File: src/hw/sample_regs_pkg.sv
// Constants, types and helpers shared by the timestamp sample register block.
// Overview of operation
// - Edge flag bit 30 reads 1 for a rising input edge, 0 for falling.
// - Fourth sample nanoseconds read back as a 30-bit field in bits 29:0.
// - Sample seconds read back as a full 32-bit value in bits 31:0.
// - A 3-bit phase field, bits 2:0, names the 8 ns slot in 40 ns.
// - Phase codes 000, 001, 010, 011, 100 for 0, 8, 16, 24, 32 ns; 101-111 never.
// - Registers show the unit named by pointer bit 8; software sets it first.
// - Fifth sample keeps its own edge, nanoseconds, seconds and phase fields.
package sample_regs_pkg;

  // Byte offsets of the sample registers.
  localparam logic [11:0] SAMPLE4_NANOSECONDS_OFF = 12'h578;
  localparam logic [11:0] SAMPLE4_SECONDS_OFF = 12'h57c;
  localparam logic [11:0] SAMPLE4_PHASE_OFF = 12'h580;
  localparam logic [11:0] SAMPLE5_NANOSECONDS_OFF = 12'h584;
  localparam logic [11:0] SAMPLE5_SECONDS_OFF = 12'h588;
  localparam logic [11:0] SAMPLE5_PHASE_OFF = 12'h58c;
  // Unit index register holding the unit pointer.
  localparam logic [11:0] UNIT_INDEX_OFF = 12'h500;

  // Field positions inside the 32-bit registers.
  localparam int EDGE_BIT = 30;
  localparam int NS_MSB = 29;
  localparam int PHASE_MSB = 2;
  localparam int UNIT_PTR_BIT = 8;

  // Field positions inside one stored sample word.
  localparam int MEM_PHASE_LSB = 0;
  localparam int MEM_SEC_LSB = 3;
  localparam int MEM_NS_LSB = 35;
  localparam int MEM_EDGE_BIT = 65;
  localparam int MEM_DATA_W = 66;

  // Values after reset.
  localparam logic [31:0] REG_RESET = 32'h0000_0000;
  localparam logic UNIT_PTR_RESET = 1'b0;

  // Which word of a sample set an access addresses.
  localparam logic [1:0] WORD_NS = 2'h0;
  localparam logic [1:0] WORD_SEC = 2'h1;
  localparam logic [1:0] WORD_PHASE = 2'h2;
  localparam logic [1:0] WORD_INDEX = 2'h3;

  // Phase codes for the five 8 ns slots of one base clock period.
  localparam logic [2:0] PHASE_0NS = 3'h0;
  localparam logic [2:0] PHASE_8NS = 3'h1;
  localparam logic [2:0] PHASE_16NS = 3'h2;
  localparam logic [2:0] PHASE_24NS = 3'h3;
  localparam logic [2:0] PHASE_32NS = 3'h4;

  // Bus answer sequencer states, one-hot.
  typedef enum logic [2:0] {
    ST_IDLE = 3'b001,
    ST_FETCH = 3'b010,
    ST_REPLY = 3'b100
  } apb_state_t;

  // Map a slot index 0..4 onto its phase code; out of range saturates.
  function automatic logic [2:0] phase_code(input logic [2:0] slot);
    logic [2:0] code;
    code = PHASE_32NS;
    case (slot)
      3'h0: code = PHASE_0NS;
      3'h1: code = PHASE_8NS;
      3'h2: code = PHASE_16NS;
      3'h3: code = PHASE_24NS;
      default: code = PHASE_32NS;
    endcase
    return code;
  endfunction

endpackage

File: src/hw/event_timestamp_sample_regs.sv
// Fourth and fifth event timestamp sample registers behind an APB slave.
`timescale 1ns/1ps
`default_nettype none
module event_timestamp_sample_regs #(
  parameter int ADDR_W = 12,
  parameter int NUM_UNITS = 2
) (
  input wire logic sys_clk,
  input wire logic srst,
  // APB slave.
  input wire logic [ADDR_W-1:0] paddr,
  input wire logic psel,
  input wire logic penable,
  input wire logic pwrite,
  input wire logic [31:0] pwdata,
  input wire logic [3:0] pstrb,
  output logic [31:0] prdata,
  output logic pready,
  output logic pslverr,
  // Capture strobe from the timestamp capture logic on this clock.
  input wire logic capture_valid,
  input wire logic capture_unit,
  input wire logic capture_sample,
  input wire logic capture_rising,
  input wire logic [29:0] capture_ns,
  input wire logic [31:0] capture_sec,
  input wire logic [2:0] capture_slot,
  // Unit currently selected for reading.
  output logic unit_pointer
);
  import sample_regs_pkg::*;

  localparam int DEPTH = NUM_UNITS * 2;
  localparam int STORE_AW = $clog2(DEPTH);

  typedef struct packed {
    apb_state_t st;
    logic unit_ptr;
    logic sample_sel;
    logic [1:0] word_sel;
    logic err;
    logic [31:0] prdata;
    logic pready;
    logic pslverr;
  } regs_t;

  regs_t r_q;
  regs_t r_d;

  logic [MEM_DATA_W-1:0] cap_word;
  logic [MEM_DATA_W-1:0] rd_word;
  logic [STORE_AW-1:0] wr_addr;
  logic [STORE_AW-1:0] rd_addr;
  logic dec_sample;
  logic [1:0] dec_word;
  logic dec_err;
  logic [ADDR_W-1:0] addr_lo;

  // One stored word per unit and sample keeps the fourth and fifth sets
  // apart; both sets share storage but never a slot.
  always_comb begin
    cap_word = '0;
    cap_word[MEM_EDGE_BIT] = capture_rising;
    cap_word[MEM_NS_LSB +: 30] = capture_ns;
    cap_word[MEM_SEC_LSB +: 32] = capture_sec;
    cap_word[MEM_PHASE_LSB +: 3] = phase_code(capture_slot);
    wr_addr = STORE_AW'({capture_unit, capture_sample});
  end

  // The pointer picks the unit; the address picks fourth or fifth sample.
  assign rd_addr = STORE_AW'({r_q.unit_ptr, dec_sample});

  sample_store #(
    .DATA_W(MEM_DATA_W),
    .DEPTH(DEPTH),
    .ADDR_W(STORE_AW)
  ) u_store (
    .sys_clk(sys_clk),
    .srst(srst),
    .wr_en(capture_valid),
    .wr_addr(wr_addr),
    .wr_data(cap_word),
    .rd_addr(rd_addr),
    .rd_data(rd_word)
  );

  // Address decode of the setup phase; anything else answers with an error.
  always_comb begin
    addr_lo = paddr;
    dec_sample = 1'b0;
    dec_word = WORD_INDEX;
    dec_err = 1'b0;
    if (addr_lo == ADDR_W'(SAMPLE4_NANOSECONDS_OFF)) begin
      dec_word = WORD_NS;
    end else if (addr_lo == ADDR_W'(SAMPLE4_SECONDS_OFF)) begin
      dec_word = WORD_SEC;
    end else if (addr_lo == ADDR_W'(SAMPLE4_PHASE_OFF)) begin
      dec_word = WORD_PHASE;
    end else if (addr_lo == ADDR_W'(SAMPLE5_NANOSECONDS_OFF)) begin
      dec_sample = 1'b1;
      dec_word = WORD_NS;
    end else if (addr_lo == ADDR_W'(SAMPLE5_SECONDS_OFF)) begin
      dec_sample = 1'b1;
      dec_word = WORD_SEC;
    end else if (addr_lo == ADDR_W'(SAMPLE5_PHASE_OFF)) begin
      dec_sample = 1'b1;
      dec_word = WORD_PHASE;
    end else if (addr_lo == ADDR_W'(UNIT_INDEX_OFF)) begin
      dec_word = WORD_INDEX;
    end else begin
      dec_err = 1'b1;
    end
  end

  // Every access takes the same path: setup issues the store read, the
  // first access cycle assembles the word, the second raises pready. The
  // fixed latency costs a cycle on the index register but keeps the
  // sequencer trivial.
  always_comb begin
    r_d = r_q;
    r_d.pready = 1'b0;
    case (r_q.st)
      ST_IDLE: begin
        r_d.pslverr = 1'b0;
        if (psel && !penable) begin
          r_d.sample_sel = dec_sample;
          r_d.word_sel = dec_word;
          r_d.err = dec_err;
          r_d.st = ST_FETCH;
        end
      end
      ST_FETCH: begin
        r_d.prdata = REG_RESET;
        if (r_q.err) begin
          r_d.pslverr = 1'b1;
        end else if (r_q.word_sel == WORD_NS) begin
          r_d.prdata[EDGE_BIT] = rd_word[MEM_EDGE_BIT];
          r_d.prdata[NS_MSB:0] = rd_word[MEM_NS_LSB +: 30];
        end else if (r_q.word_sel == WORD_SEC) begin
          r_d.prdata = rd_word[MEM_SEC_LSB +: 32];
        end else if (r_q.word_sel == WORD_PHASE) begin
          r_d.prdata[PHASE_MSB:0] = rd_word[MEM_PHASE_LSB +: 3];
        end else begin
          r_d.prdata[UNIT_PTR_BIT] = r_q.unit_ptr;
        end
        r_d.pready = 1'b1;
        r_d.st = ST_REPLY;
      end
      ST_REPLY: begin
        // The write lands on the very edge at which pready is sampled.
        if (psel && penable && pwrite && !r_q.err && pstrb[1] &&
            r_q.word_sel == WORD_INDEX) begin
          r_d.unit_ptr = pwdata[UNIT_PTR_BIT];
        end
        r_d.prdata = REG_RESET;
        r_d.pslverr = 1'b0;
        r_d.st = ST_IDLE;
      end
      default: begin
        r_d.st = ST_IDLE;
      end
    endcase
  end

  // Reset returns the sequencer to idle and every output to zero.
  always_ff @(posedge sys_clk) begin
    if (srst) begin
      r_q <= '{st: ST_IDLE, unit_ptr: UNIT_PTR_RESET, sample_sel: 1'b0,
               word_sel: WORD_NS, err: 1'b0, prdata: REG_RESET,
               pready: 1'b0, pslverr: 1'b0};
    end else begin
      r_q <= r_d;
    end
  end

  assign prdata = r_q.prdata;
  assign pready = r_q.pready;
  assign pslverr = r_q.pslverr;
  assign unit_pointer = r_q.unit_ptr;

endmodule
`default_nettype wire

File: src/hw/sample_store.sv
// Small sample store with a registered read port and a reset clear.
`timescale 1ns/1ps
`default_nettype none
module sample_store #(
  parameter int DATA_W = 66,
  parameter int DEPTH = 4,
  parameter int ADDR_W = 2
) (
  input wire logic sys_clk,
  input wire logic srst,
  input wire logic wr_en,
  input wire logic [ADDR_W-1:0] wr_addr,
  input wire logic [DATA_W-1:0] wr_data,
  input wire logic [ADDR_W-1:0] rd_addr,
  output logic [DATA_W-1:0] rd_data
);

  typedef struct packed {
    logic [DEPTH-1:0][DATA_W-1:0] mem;
    logic [DATA_W-1:0] rd_data;
  } store_t;

  store_t r_q;
  store_t r_d;

  // Read data always comes from a register, so a same-cycle write is seen
  // one cycle later, never through a combinational path.
  always_comb begin
    r_d = r_q;
    r_d.rd_data = r_q.mem[rd_addr];
    if (wr_en) begin
      r_d.mem[wr_addr] = wr_data;
    end
  end

  // Reset clears every entry so all fields read zero until captured.
  always_ff @(posedge sys_clk) begin
    if (srst) begin
      r_q <= '0;
    end else begin
      r_q <= r_d;
    end
  end

  assign rd_data = r_q.rd_data;

endmodule
`default_nettype wire

File: config.mk
export PLATFORM = sky130hd
export DESIGN_NAME = event_timestamp_sample_regs
export DESIGN_NICKNAME = d
export VERILOG_FILES = /design/src/hw/sample_regs_pkg.sv /design/src/hw/event_timestamp_sample_regs.sv /design/src/hw/sample_store.sv
export SDC_FILE = /design/constraint.sdc
export NUM_CORES = 1
export LEC_CHECK = 0
export ABC_AREA = 1
export BUFFER_PORTS_ARGS = -buffer_cell sky130_fd_sc_hd__buf_2
export CAP_MARGIN = 30
export CORE_MARGIN = 10
export CORE_UTILIZATION = 60
export CTS_CLUSTER_DIAMETER = 150
export DETAILED_ROUTE_END_ITERATION = 8
export GPL_TIMING_DRIVEN = 0
export PLACE_DENSITY_LB_ADDON = 0.15
export SLEW_MARGIN = 20
export SYNTH_ARGS = -nofsm -noshare
export SYNTH_HDL_FRONTEND = slang
export SYNTH_HIERARCHICAL = 1
export SYNTH_SLANG_ARGS = --single-unit
File: constraint.sdc
create_clock -name sys_clk -period 4.55 [get_ports sys_clk]
set_input_delay 0.91 -clock sys_clk [delete_from_list [all_inputs] [get_ports sys_clk]]
set_output_delay 0.91 -clock sys_clk [all_outputs]
set_load 0.02 [all_outputs]
==> summary.txt, run 1 <==
Routing
  • Routed wire per std cell: ~16 um
  • Total DRC errors in the routed layout: 0
  • Final ANT Viol Nets: 0
  • Pre-Repair DR Iteration Count: 6
  • Via/cell ratio: around 5.3
  • Initial detailed-routing violation count: between 1000 and 1500
  • Via count: about 16000
  • Total Routed Length: approximately 47000 um

Setup path
  • Crit path max fanout: 10
  • Setup CP Type: in2reg
  • Reg2reg path depth: 4
  • Dominant delay contributor by cell family on the critical path: buffers and inverters
  • Endpoint arrival time on the critical path: about 3.1 ns
  • CP startpoint kind: primary input
  • Beginning of the critical path: paddr[11]
  • Slowest cell delay on critical path: 0.46 ns
  • Critical Path Sink Type: flip-flop
  • Startpoint of the lowest-slack register-to-register path: unit_pointer$_SDFFE_PP0P_
  • Critical Path RT: between 4 and 5 ns
  • Reg-to-reg slack, setup: between 2 and 2.5 ns
  • Critical-path cell list: buf_2, inv_1, nand2_1, nor2_1, nand3_1, inv_1, buf_2, buf_2, clkbuf_1, nand2_1, nand3_1, a21oi_1
  • Worst path most repeated cell: sky130_fd_sc_hd__buf_2
  • Critical path's slowest cell: sky130_fd_sc_hd__buf_2
  • Reg2reg end: u_store/rd_data[51]$_SDFF_PP0_
  • Sum of buffers and inverters on the critical path: 6

Timing
  • TNS Setup: 0 ns
  • Remaining max-slew budget at the tightest pin: between 40% and 50%
  • Tmin final: around 2.8 ns
  • Worst setup margin: between 1.5 and 2 ns
  • Transition at the pin with the smallest max-transition slack: between 0.7 and 0.8 ns
  • Unrepaired setup endpoints after global routing: false
  • Final setup skew: around 0.015 ns
  • Maximum clock frequency: roughly 0.36 GHz
  • Final Hold Fails: 0
  • Fin. max-slew vios: 0
  • Finish-stage setup viols: 0
  • Final clock period utilization by the worst path: a little over 60%

Floorplanning
  • Row Count: 60
  • Height of the die: between 150 and 200 um
  • Boundary Pins: between 150 and 200
  • Area inside the core boundary: around 27000 um^2
  • Initial core utilization: slightly above 60%
  • Die outline area: around 35000 um^2
  • Chip Width: roughly 190 um

Cells and area
  • Diodes inserted: 0
  • Final cell count without fillers: ~3000
  • Fraction of final layout cells sized beyond drive strength 1: between 10% and 20%
  • Most frequent cells in the layout: sky130_fd_sc_hd__nor2_1, sky130_fd_sc_hd__nand2_1, sky130_fd_sc_hd__dfxtp_1
  • FILL cells: around 2300
  • Layout Nets: 2734
  • Layout Cell Area excl Fill: around 19000 um^2
  • Commonest non-fill, non-tap cell in the layout: sky130_fd_sc_hd__nor2_1
  • Area growth syn-to-layout: 13.9%

CTS
  • Root buffer cell: sky130_fd_sc_hd__clkbuf_16
  • Insertion delay of the later-clocked pin in the worst-skew pair: around 0.52 ns
  • Cts repair resizes: 0
  • Count of buffers added by post-CTS timing repair for setup: 0
  • Deepest level of the CTS H-tree: 2
  • Post-cts hold buffer count: 0
  • Clock buffer depth: 3
  • Number of CTS-inserted buffers: 39
  • Clock-pin slew reported for the worst setup and hold paths after clock tree synthesis: approximately 0.060 ns
  • Number of clock sinks: ~370
  • TritonCTS clock tree: done

Pwr
  • Power density over cell area: 381 nW/um^2
  • Post-route total power: just over 0.007 W
  • Worst IR Drop VDD: between 0.2 and 0.3 mV
  • Leakage Power: slightly below 9 nW

Hold path
  • Startpoint of the lowest-slack hold path: prdata[1]$_SDFFE_PP0P_
  • Worst hold path cell count: 2
  • Worst Hold Class: reg2reg
  • Worst Hold End: prdata[1]$_SDFFE_PP0P_

GRT
  • Global-route wire length before repair: 74100 um
  • Largest net degree at the start of global routing: 14
  • Overall routing resource usage: roughly 27%
  • Sum of overflow across all layers after global routing: 0
  • Via count of the first global-routing pass: 14800
  • Initial antenna violation count: 0

Synth
  • Synthesized area divided by synthesized cell count: ~6.7 um^2
  • Proportion of synthesized chip area in sequential cells: a little under half
  • Library cells used by synthesis: 25
  • Number of storage elements in the synthesis netlist: between 300 and 400
  • Net count after synthesis: ~2600
  • Mapped cell area: approximately 16000 um^2
  • Ys Warns: 6
  • Syn Inst Count: around 2400

Job
  • Max Cap Violations: 0

Placement
  • Minimum setup slack after placement: approximately 1.3 ns
  • Global placer's final weighted congestion: ~0.91
  • Post-DP Area: approximately 18000 um^2
  • Count of input and output buffers: between 100 and 150
  • Number of placed instances with taps included: 2912
  • Post-DP HPWL: about 33000 um

Outcome
  • Status: complete, no violations
-- cells in the mapped netlist --
cell type	instances	share of area, %
sky130_fd_sc_hd__nor2_1	551	13
sky130_fd_sc_hd__nand2_1	495	11
sky130_fd_sc_hd__dfxtp_1	371	45
sky130_fd_sc_hd__inv_1	289	6.6
sky130_fd_sc_hd__nand3_1	175	5.3
sky130_fd_sc_hd__o21ai_0	175	5.3
sky130_fd_sc_hd__buf_4	104	4.7
sky130_fd_sc_hd__clkbuf_1	76	1.7
sky130_fd_sc_hd__a21oi_1	74	2.2
sky130_fd_sc_hd__buf_2	47	1.4
sky130_fd_sc_hd__a31oi_1	27	1.0
sky130_fd_sc_hd__o21ai_1	26	0.79
sky130_fd_sc_hd__buf_6	15	1.0
sky130_fd_sc_hd__buf_1	4	0.091
sky130_fd_sc_hd__inv_2	4	0.091
sky130_fd_sc_hd__nor2_2	3	0.11
sky130_fd_sc_hd__clkbuf_4	2	0.091
sky130_fd_sc_hd__dlygate4sd1_1	2	0.11
sky130_fd_sc_hd__nand2_2	2	0.076
sky130_fd_sc_hd__nand3_2	2	0.12
sky130_fd_sc_hd__a21oi_2	1	0.053
sky130_fd_sc_hd__and3_1	1	0.038
sky130_fd_sc_hd__nand4_1	1	0.038
sky130_fd_sc_hd__nor3_4	1	0.099
sky130_fd_sc_hd__nor3b_1	1	0.046
-- sequential cells by signal (all words and copies together) (netlist names) --
register,flops
u_store/r_q,264
prdata,32
unit_pointer,1
r_q,6
pslverr,1
u_store/rd_data,66
pready,1
-- per-stage QoR --
stage	util [%]	hold WS, ns
after floorplan	-	0.445
after global placement	64.8	0.454
after detailed placement	64.8	0.461
after CTS	69.5	0.470
after global routing	69.5	0.491
final	69.5	0.470
-- final cells by class --
class	count	area, um^2	area share, %
Multi-Input combinational cell	1535	6440	34.3
Clock inverter	8	93.8	0.500
Timing Repair Buffer	122	611	3.25
Buffer	250	1520	8.08
Sequential cell	371	7430	39.5
Inverter	293	1100	5.85
Clock buffer	60	1160	6.20
Tap cell	341	427	2.27
-- worst register-to-register path: stages (launching register included) --
cell	delay, ns
sky130_fd_sc_hd__dfxtp_1	0.56
sky130_fd_sc_hd__clkbuf_1	0.65
sky130_fd_sc_hd__buf_2	0.36
sky130_fd_sc_hd__nand3_1	0.14
sky130_fd_sc_hd__a21oi_1	0.28
-- worst max-delay path by stage --
| stage | slack, ns | end | depth (start not counted) |
|---|---|---|---|
| 6_report | 1.79 | u_store/rd_data[51]$_SDFF_PP0_ | 12 |
| 3_5_place_dp | 1.34 | u_store/rd_data[51]$_SDFF_PP0_ | 12 |
| 3_3_place_gp | 1.34 | u_store/rd_data[51]$_SDFF_PP0_ | 12 |
| 2_1_floorplan | 2.20 | u_store/rd_data[51]$_SDFF_PP0_ | 11 |
| 4_1_cts | 1.86 | u_store/rd_data[53]$_SDFF_PP0_ | 12 |
| 5_1_grt | 1.59 | u_store/rd_data[53]$_SDFF_PP0_ | 12 |
-- where the power goes --
part	internal, W	switching (W)	leakage, nW
Combinational	0.000200	0.000376	5.28
Clock	0.00187	0.00127	0.624
Sequential	0.00339	0.0000588	3.03
-- layer usage --
metal,up-vias,track usage (%),wire (um)
met5,-,0,0
met4,0,10.5,1730
met3,124,3.61,3670
met2,642,44.0,21500
met1,7222,35.1,20300
li1,7707,-,-
-- cell families after synthesis --
group	share of synthesized area, %
AOI/OAI and AO/OA	9.42
and+or+nand+nor	29.7
buffers and inverters	15.9
DFF	45.0
(Power assumes the default switching activity.)
==> run 2: changes to the inputs <==
--- a/config.mk
+++ b/config.mk
@@ -9,7 +9,7 @@
 export BUFFER_PORTS_ARGS = -buffer_cell sky130_fd_sc_hd__buf_2
 export CAP_MARGIN = 30
 export CORE_MARGIN = 10
-export CORE_UTILIZATION = 60
+export CORE_UTILIZATION = 59
 export CTS_CLUSTER_DIAMETER = 150
 export DETAILED_ROUTE_END_ITERATION = 8
 export GPL_TIMING_DRIVEN = 0
==> constraint.sdc (replaced) <==
create_clock -name sys_clk -period 2.8 [get_ports sys_clk]
set_input_delay 0.56 -clock sys_clk [delete_from_list [all_inputs] [get_ports sys_clk]]
set_output_delay 0.56 -clock sys_clk [all_outputs]
set_load 0.02 [all_outputs]
==> summary.txt, run 2 (synthesis results as in run 1) <==
Setup path
  • Startpoint of the lowest-slack register-to-register path: unit_pointer$_SDFFE_PP0P_ (unchanged)
  • Critical Path RT: 3.20 ns (was 4.91 ns)
  • Reg2reg end: u_store/rd_data[36]$_SDFF_PP0_ (was u_store/rd_data[51]$_SDFF_PP0_)
  • Reg2reg path depth: 4 (unchanged)
  • CP startpoint kind: primary input (unchanged)
  • Endpoint arrival time on the critical path: 2.78 ns (was 3.12 ns)
  • Setup CP Type: in2reg (unchanged)
  • Reg-to-reg slack, setup: 0.76 ns (was 2.46 ns)
  • Critical Path Sink Type: flip-flop (unchanged)
  • Crit path max fanout: 10 (unchanged)

Timing
  • Worst setup margin: 0.420 ns (was 1.79 ns)
  • Tmin final: about 2.4 ns
  • Final Hold Fails: 0 (unchanged)
  • Unrepaired setup endpoints after global routing: false (unchanged)
  • TNS Setup: 0 ns (unchanged)
  • Final clock period utilization by the worst path: 85.0%
  • Final setup skew: 0.0169 ns (was 0.0153 ns)
  • Maximum clock frequency: roughly 0.42 GHz
  • Finish-stage setup viols: 0 (unchanged)
  • Fin. max-slew vios: 0 (unchanged)
  • Remaining max-slew budget at the tightest pin: 40.7% (was 47.9%)
  • Transition at the pin with the smallest max-transition slack: 0.890 ns (was 0.781 ns)

Job
  • Max Cap Violations: 0 (unchanged)

Cells and area
  • Final cell count without fillers: 3022 (was 2980)
  • Layout Cell Area excl Fill: 19000 um^2 (was 18800 um^2)
  • Register with the most flip-flops: u_store/r_q (unchanged)
  • Commonest non-fill, non-tap cell in the layout: sky130_fd_sc_hd__nor2_1 (unchanged)
  • Most frequent cells in the layout: sky130_fd_sc_hd__nor2_1, sky130_fd_sc_hd__nand2_1, sky130_fd_sc_hd__dfxtp_1 (unchanged)
  • Number of flip-flops under the largest register name: 264 (unchanged)
  • FILL cells: 2467 (was 2338)
  • Area growth syn-to-layout: 15.3% (was 13.9%)
  • Layout Nets: 2735 (was 2734)
  • Fraction of final layout cells sized beyond drive strength 1: 14.1% (was 13.7%)

Hold path
  • Worst hold path cell count: 3 (was 2)
  • Worst Hold End: unit_pointer$_SDFFE_PP0P_ (was prdata[1]$_SDFFE_PP0P_)
  • Startpoint of the lowest-slack hold path: pwdata[8] (was prdata[1]$_SDFFE_PP0P_)
  • Worst Hold Class: in2reg (was reg2reg)

GRT
  • Via count of the first global-routing pass: 15100 (was 14800)
  • Overall routing resource usage: 25.8% (was 26.8%)
  • Initial antenna violation count: 1 (was 0)
  • Global-route wire length before repair: 74600 um (was 74100 um)
  • Largest net degree at the start of global routing: 15 (was 14)
  • Sum of overflow across all layers after global routing: 0 (unchanged)

CTS
  • Count of buffers added by post-CTS timing repair for setup: 0 (unchanged)
  • Number of clock sinks: 371 (unchanged)
  • Clock buffer depth: 3 (unchanged)
  • Clock-pin slew reported for the worst setup and hold paths after clock tree synthesis: 0.06 ns (about the same)
  • Cts repair resizes: 0 (unchanged)
  • Deepest level of the CTS H-tree: 2 (unchanged)
  • Post-cts hold buffer count: 0 (unchanged)
  • Insertion delay of the later-clocked pin in the worst-skew pair: 0.53 ns (was 0.52 ns)
  • TritonCTS clock tree: done (unchanged)
  • Root buffer cell: sky130_fd_sc_hd__clkbuf_16 (unchanged)
  • Number of CTS-inserted buffers: 40 (was 39)

Pwr
  • Leakage Power: 9.02 nW (was 8.93 nW)
  • Worst IR Drop VDD: 0.494 mV (was 0.299 mV)
  • Power density over cell area: 642 nW/um^2 (was 381 nW/um^2)

Floorplanning
  • Die outline area: 35000 um^2 (was 34500 um^2)
  • Row Count: 61 (was 60)
  • Initial core utilization: 59.5% (was 61.0%)
  • Height of the die: 187 um (was 186 um)
  • Chip Width: 187 um (was 186 um)
  • Area inside the core boundary: 27700 um^2 (was 27000 um^2)
  • Boundary Pins: 157 (unchanged)

Outcome
  • Status: complete, no violations (unchanged)

Routing
  • Final ANT Viol Nets: 0 (unchanged)
  • Pre-Repair DR Iteration Count: 5 (was 6)
  • Via/cell ratio: 5.22 (was 5.27)
  • Total DRC errors in the routed layout: 0 (unchanged)
  • Via count: 15800 (was 15700)
  • Total Routed Length: 47200 um (about the same)
  • Routed wire per std cell: 15.6 um (was 15.8 um)
  • Initial detailed-routing violation count: 1619 (was 1477)

Placement
  • Global placer's final weighted congestion: 0.903 (was 0.909)
  • Minimum setup slack after placement: -0.0508 ns (was 1.34 ns)
  • Count of input and output buffers: 122 (unchanged)
  • Post-DP HPWL: 33600 um (was 33300 um)
  • Number of placed instances with taps included: 2949 (was 2912)
  • Post-DP Area: 17600 um^2 (was 17500 um^2)
==> run 2: cell count changes in the layout (fill, tap and decap cells not counted), sizes merged <==
cell and change:
clkbuf -9, bufinv +5, clkinv +5, clkinvlp +2, diode +1, inv +1
==> run 2: how the worst max path moves through the flow <==
stage	startpoint	end	slack [ns]	cells past startpoint
after floorplan	paddr[11]	u_store/rd_data[51]$_SDFF_PP0_	0.80	11
after global placement	paddr[11]	u_store/rd_data[36]$_SDFF_PP0_	-0.04	12
after detailed placement	paddr[11]	u_store/rd_data[44]$_SDFF_PP0_	-0.05	12
after CTS	paddr[11]	u_store/rd_data[44]$_SDFF_PP0_	0.49	12
after global routing	paddr[11]	u_store/rd_data[43]$_SDFF_PP0_	0.21	12
final	paddr[11]	u_store/rd_data[34]$_SDFF_PP0_	0.42	12
==> run 2: report_power, final <==
| part | switching (W) | total, W | internal (W) |
|---|---|---|---|
| Clock | 0.00214 | 0.00568 | 0.00354 |
| Combinational | 0.000606 | 0.000931 | 0.000325 |
| Sequential | 0.0000953 | 0.00561 | 0.00551 |
| Total | 0.00284 | 0.0122 | 0.00937 |
==> run 2: layout make-up <==
| cell class | count | area (um^2) | area share, % |
|---|---|---|---|
| well taps | 378 | 473 | 2.49 |
| repair buffers | 122 | 611 | 3.21 |
| clock inverters | 21 | 293 | 1.54 |
| diodes | 1 | 2.50 | 0.0132 |
| multi-input cells | 1535 | 6440 | 33.9 |
| flip-flops and latches | 371 | 7430 | 39.1 |
| inverters | 293 | 1100 | 5.79 |
| plain buffers | 250 | 1520 | 7.98 |
| clock buffers | 51 | 1140 | 6.02 |
==> run 2: worst max-delay path, cell delays in order <==
cell	delay (ns)
sky130_fd_sc_hd__buf_2	0.09
sky130_fd_sc_hd__inv_1	0.05
sky130_fd_sc_hd__nand2_1	0.04
sky130_fd_sc_hd__nor2_1	0.27
sky130_fd_sc_hd__nand3_1	0.16
sky130_fd_sc_hd__inv_1	0.09
sky130_fd_sc_hd__buf_2	0.29
sky130_fd_sc_hd__buf_2	0.47
sky130_fd_sc_hd__clkbuf_1	0.41
sky130_fd_sc_hd__nand2_1	0.11
sky130_fd_sc_hd__nand3_1	0.14
sky130_fd_sc_hd__a21oi_1	0.08
==> run 2: per-stage QoR <==
step / total power (W) / util, % / hold slack (ns)
after floorplan: 0.00630 / - / 0.445
after detailed placement: 0.00662 / 63.4 / 0.467
final: 0.0122 / 68.6 / 0.293
after global placement: 0.00659 / 63.4 / 0.459
after global routing: 0.0127 / 68.6 / 0.288
after CTS: 0.0123 / 68.6 / 0.280
==> run 2: layer usage <==
| layer | GRT usage, % | routed length (um) |
|---|---|---|
| met2 | 43.0 | 21800 |
| met5 | 0 | 0 |
| met1 | 31.9 | 19800 |
| met3 | 4.68 | 3570 |
| met4 | 11.7 | 1910 |
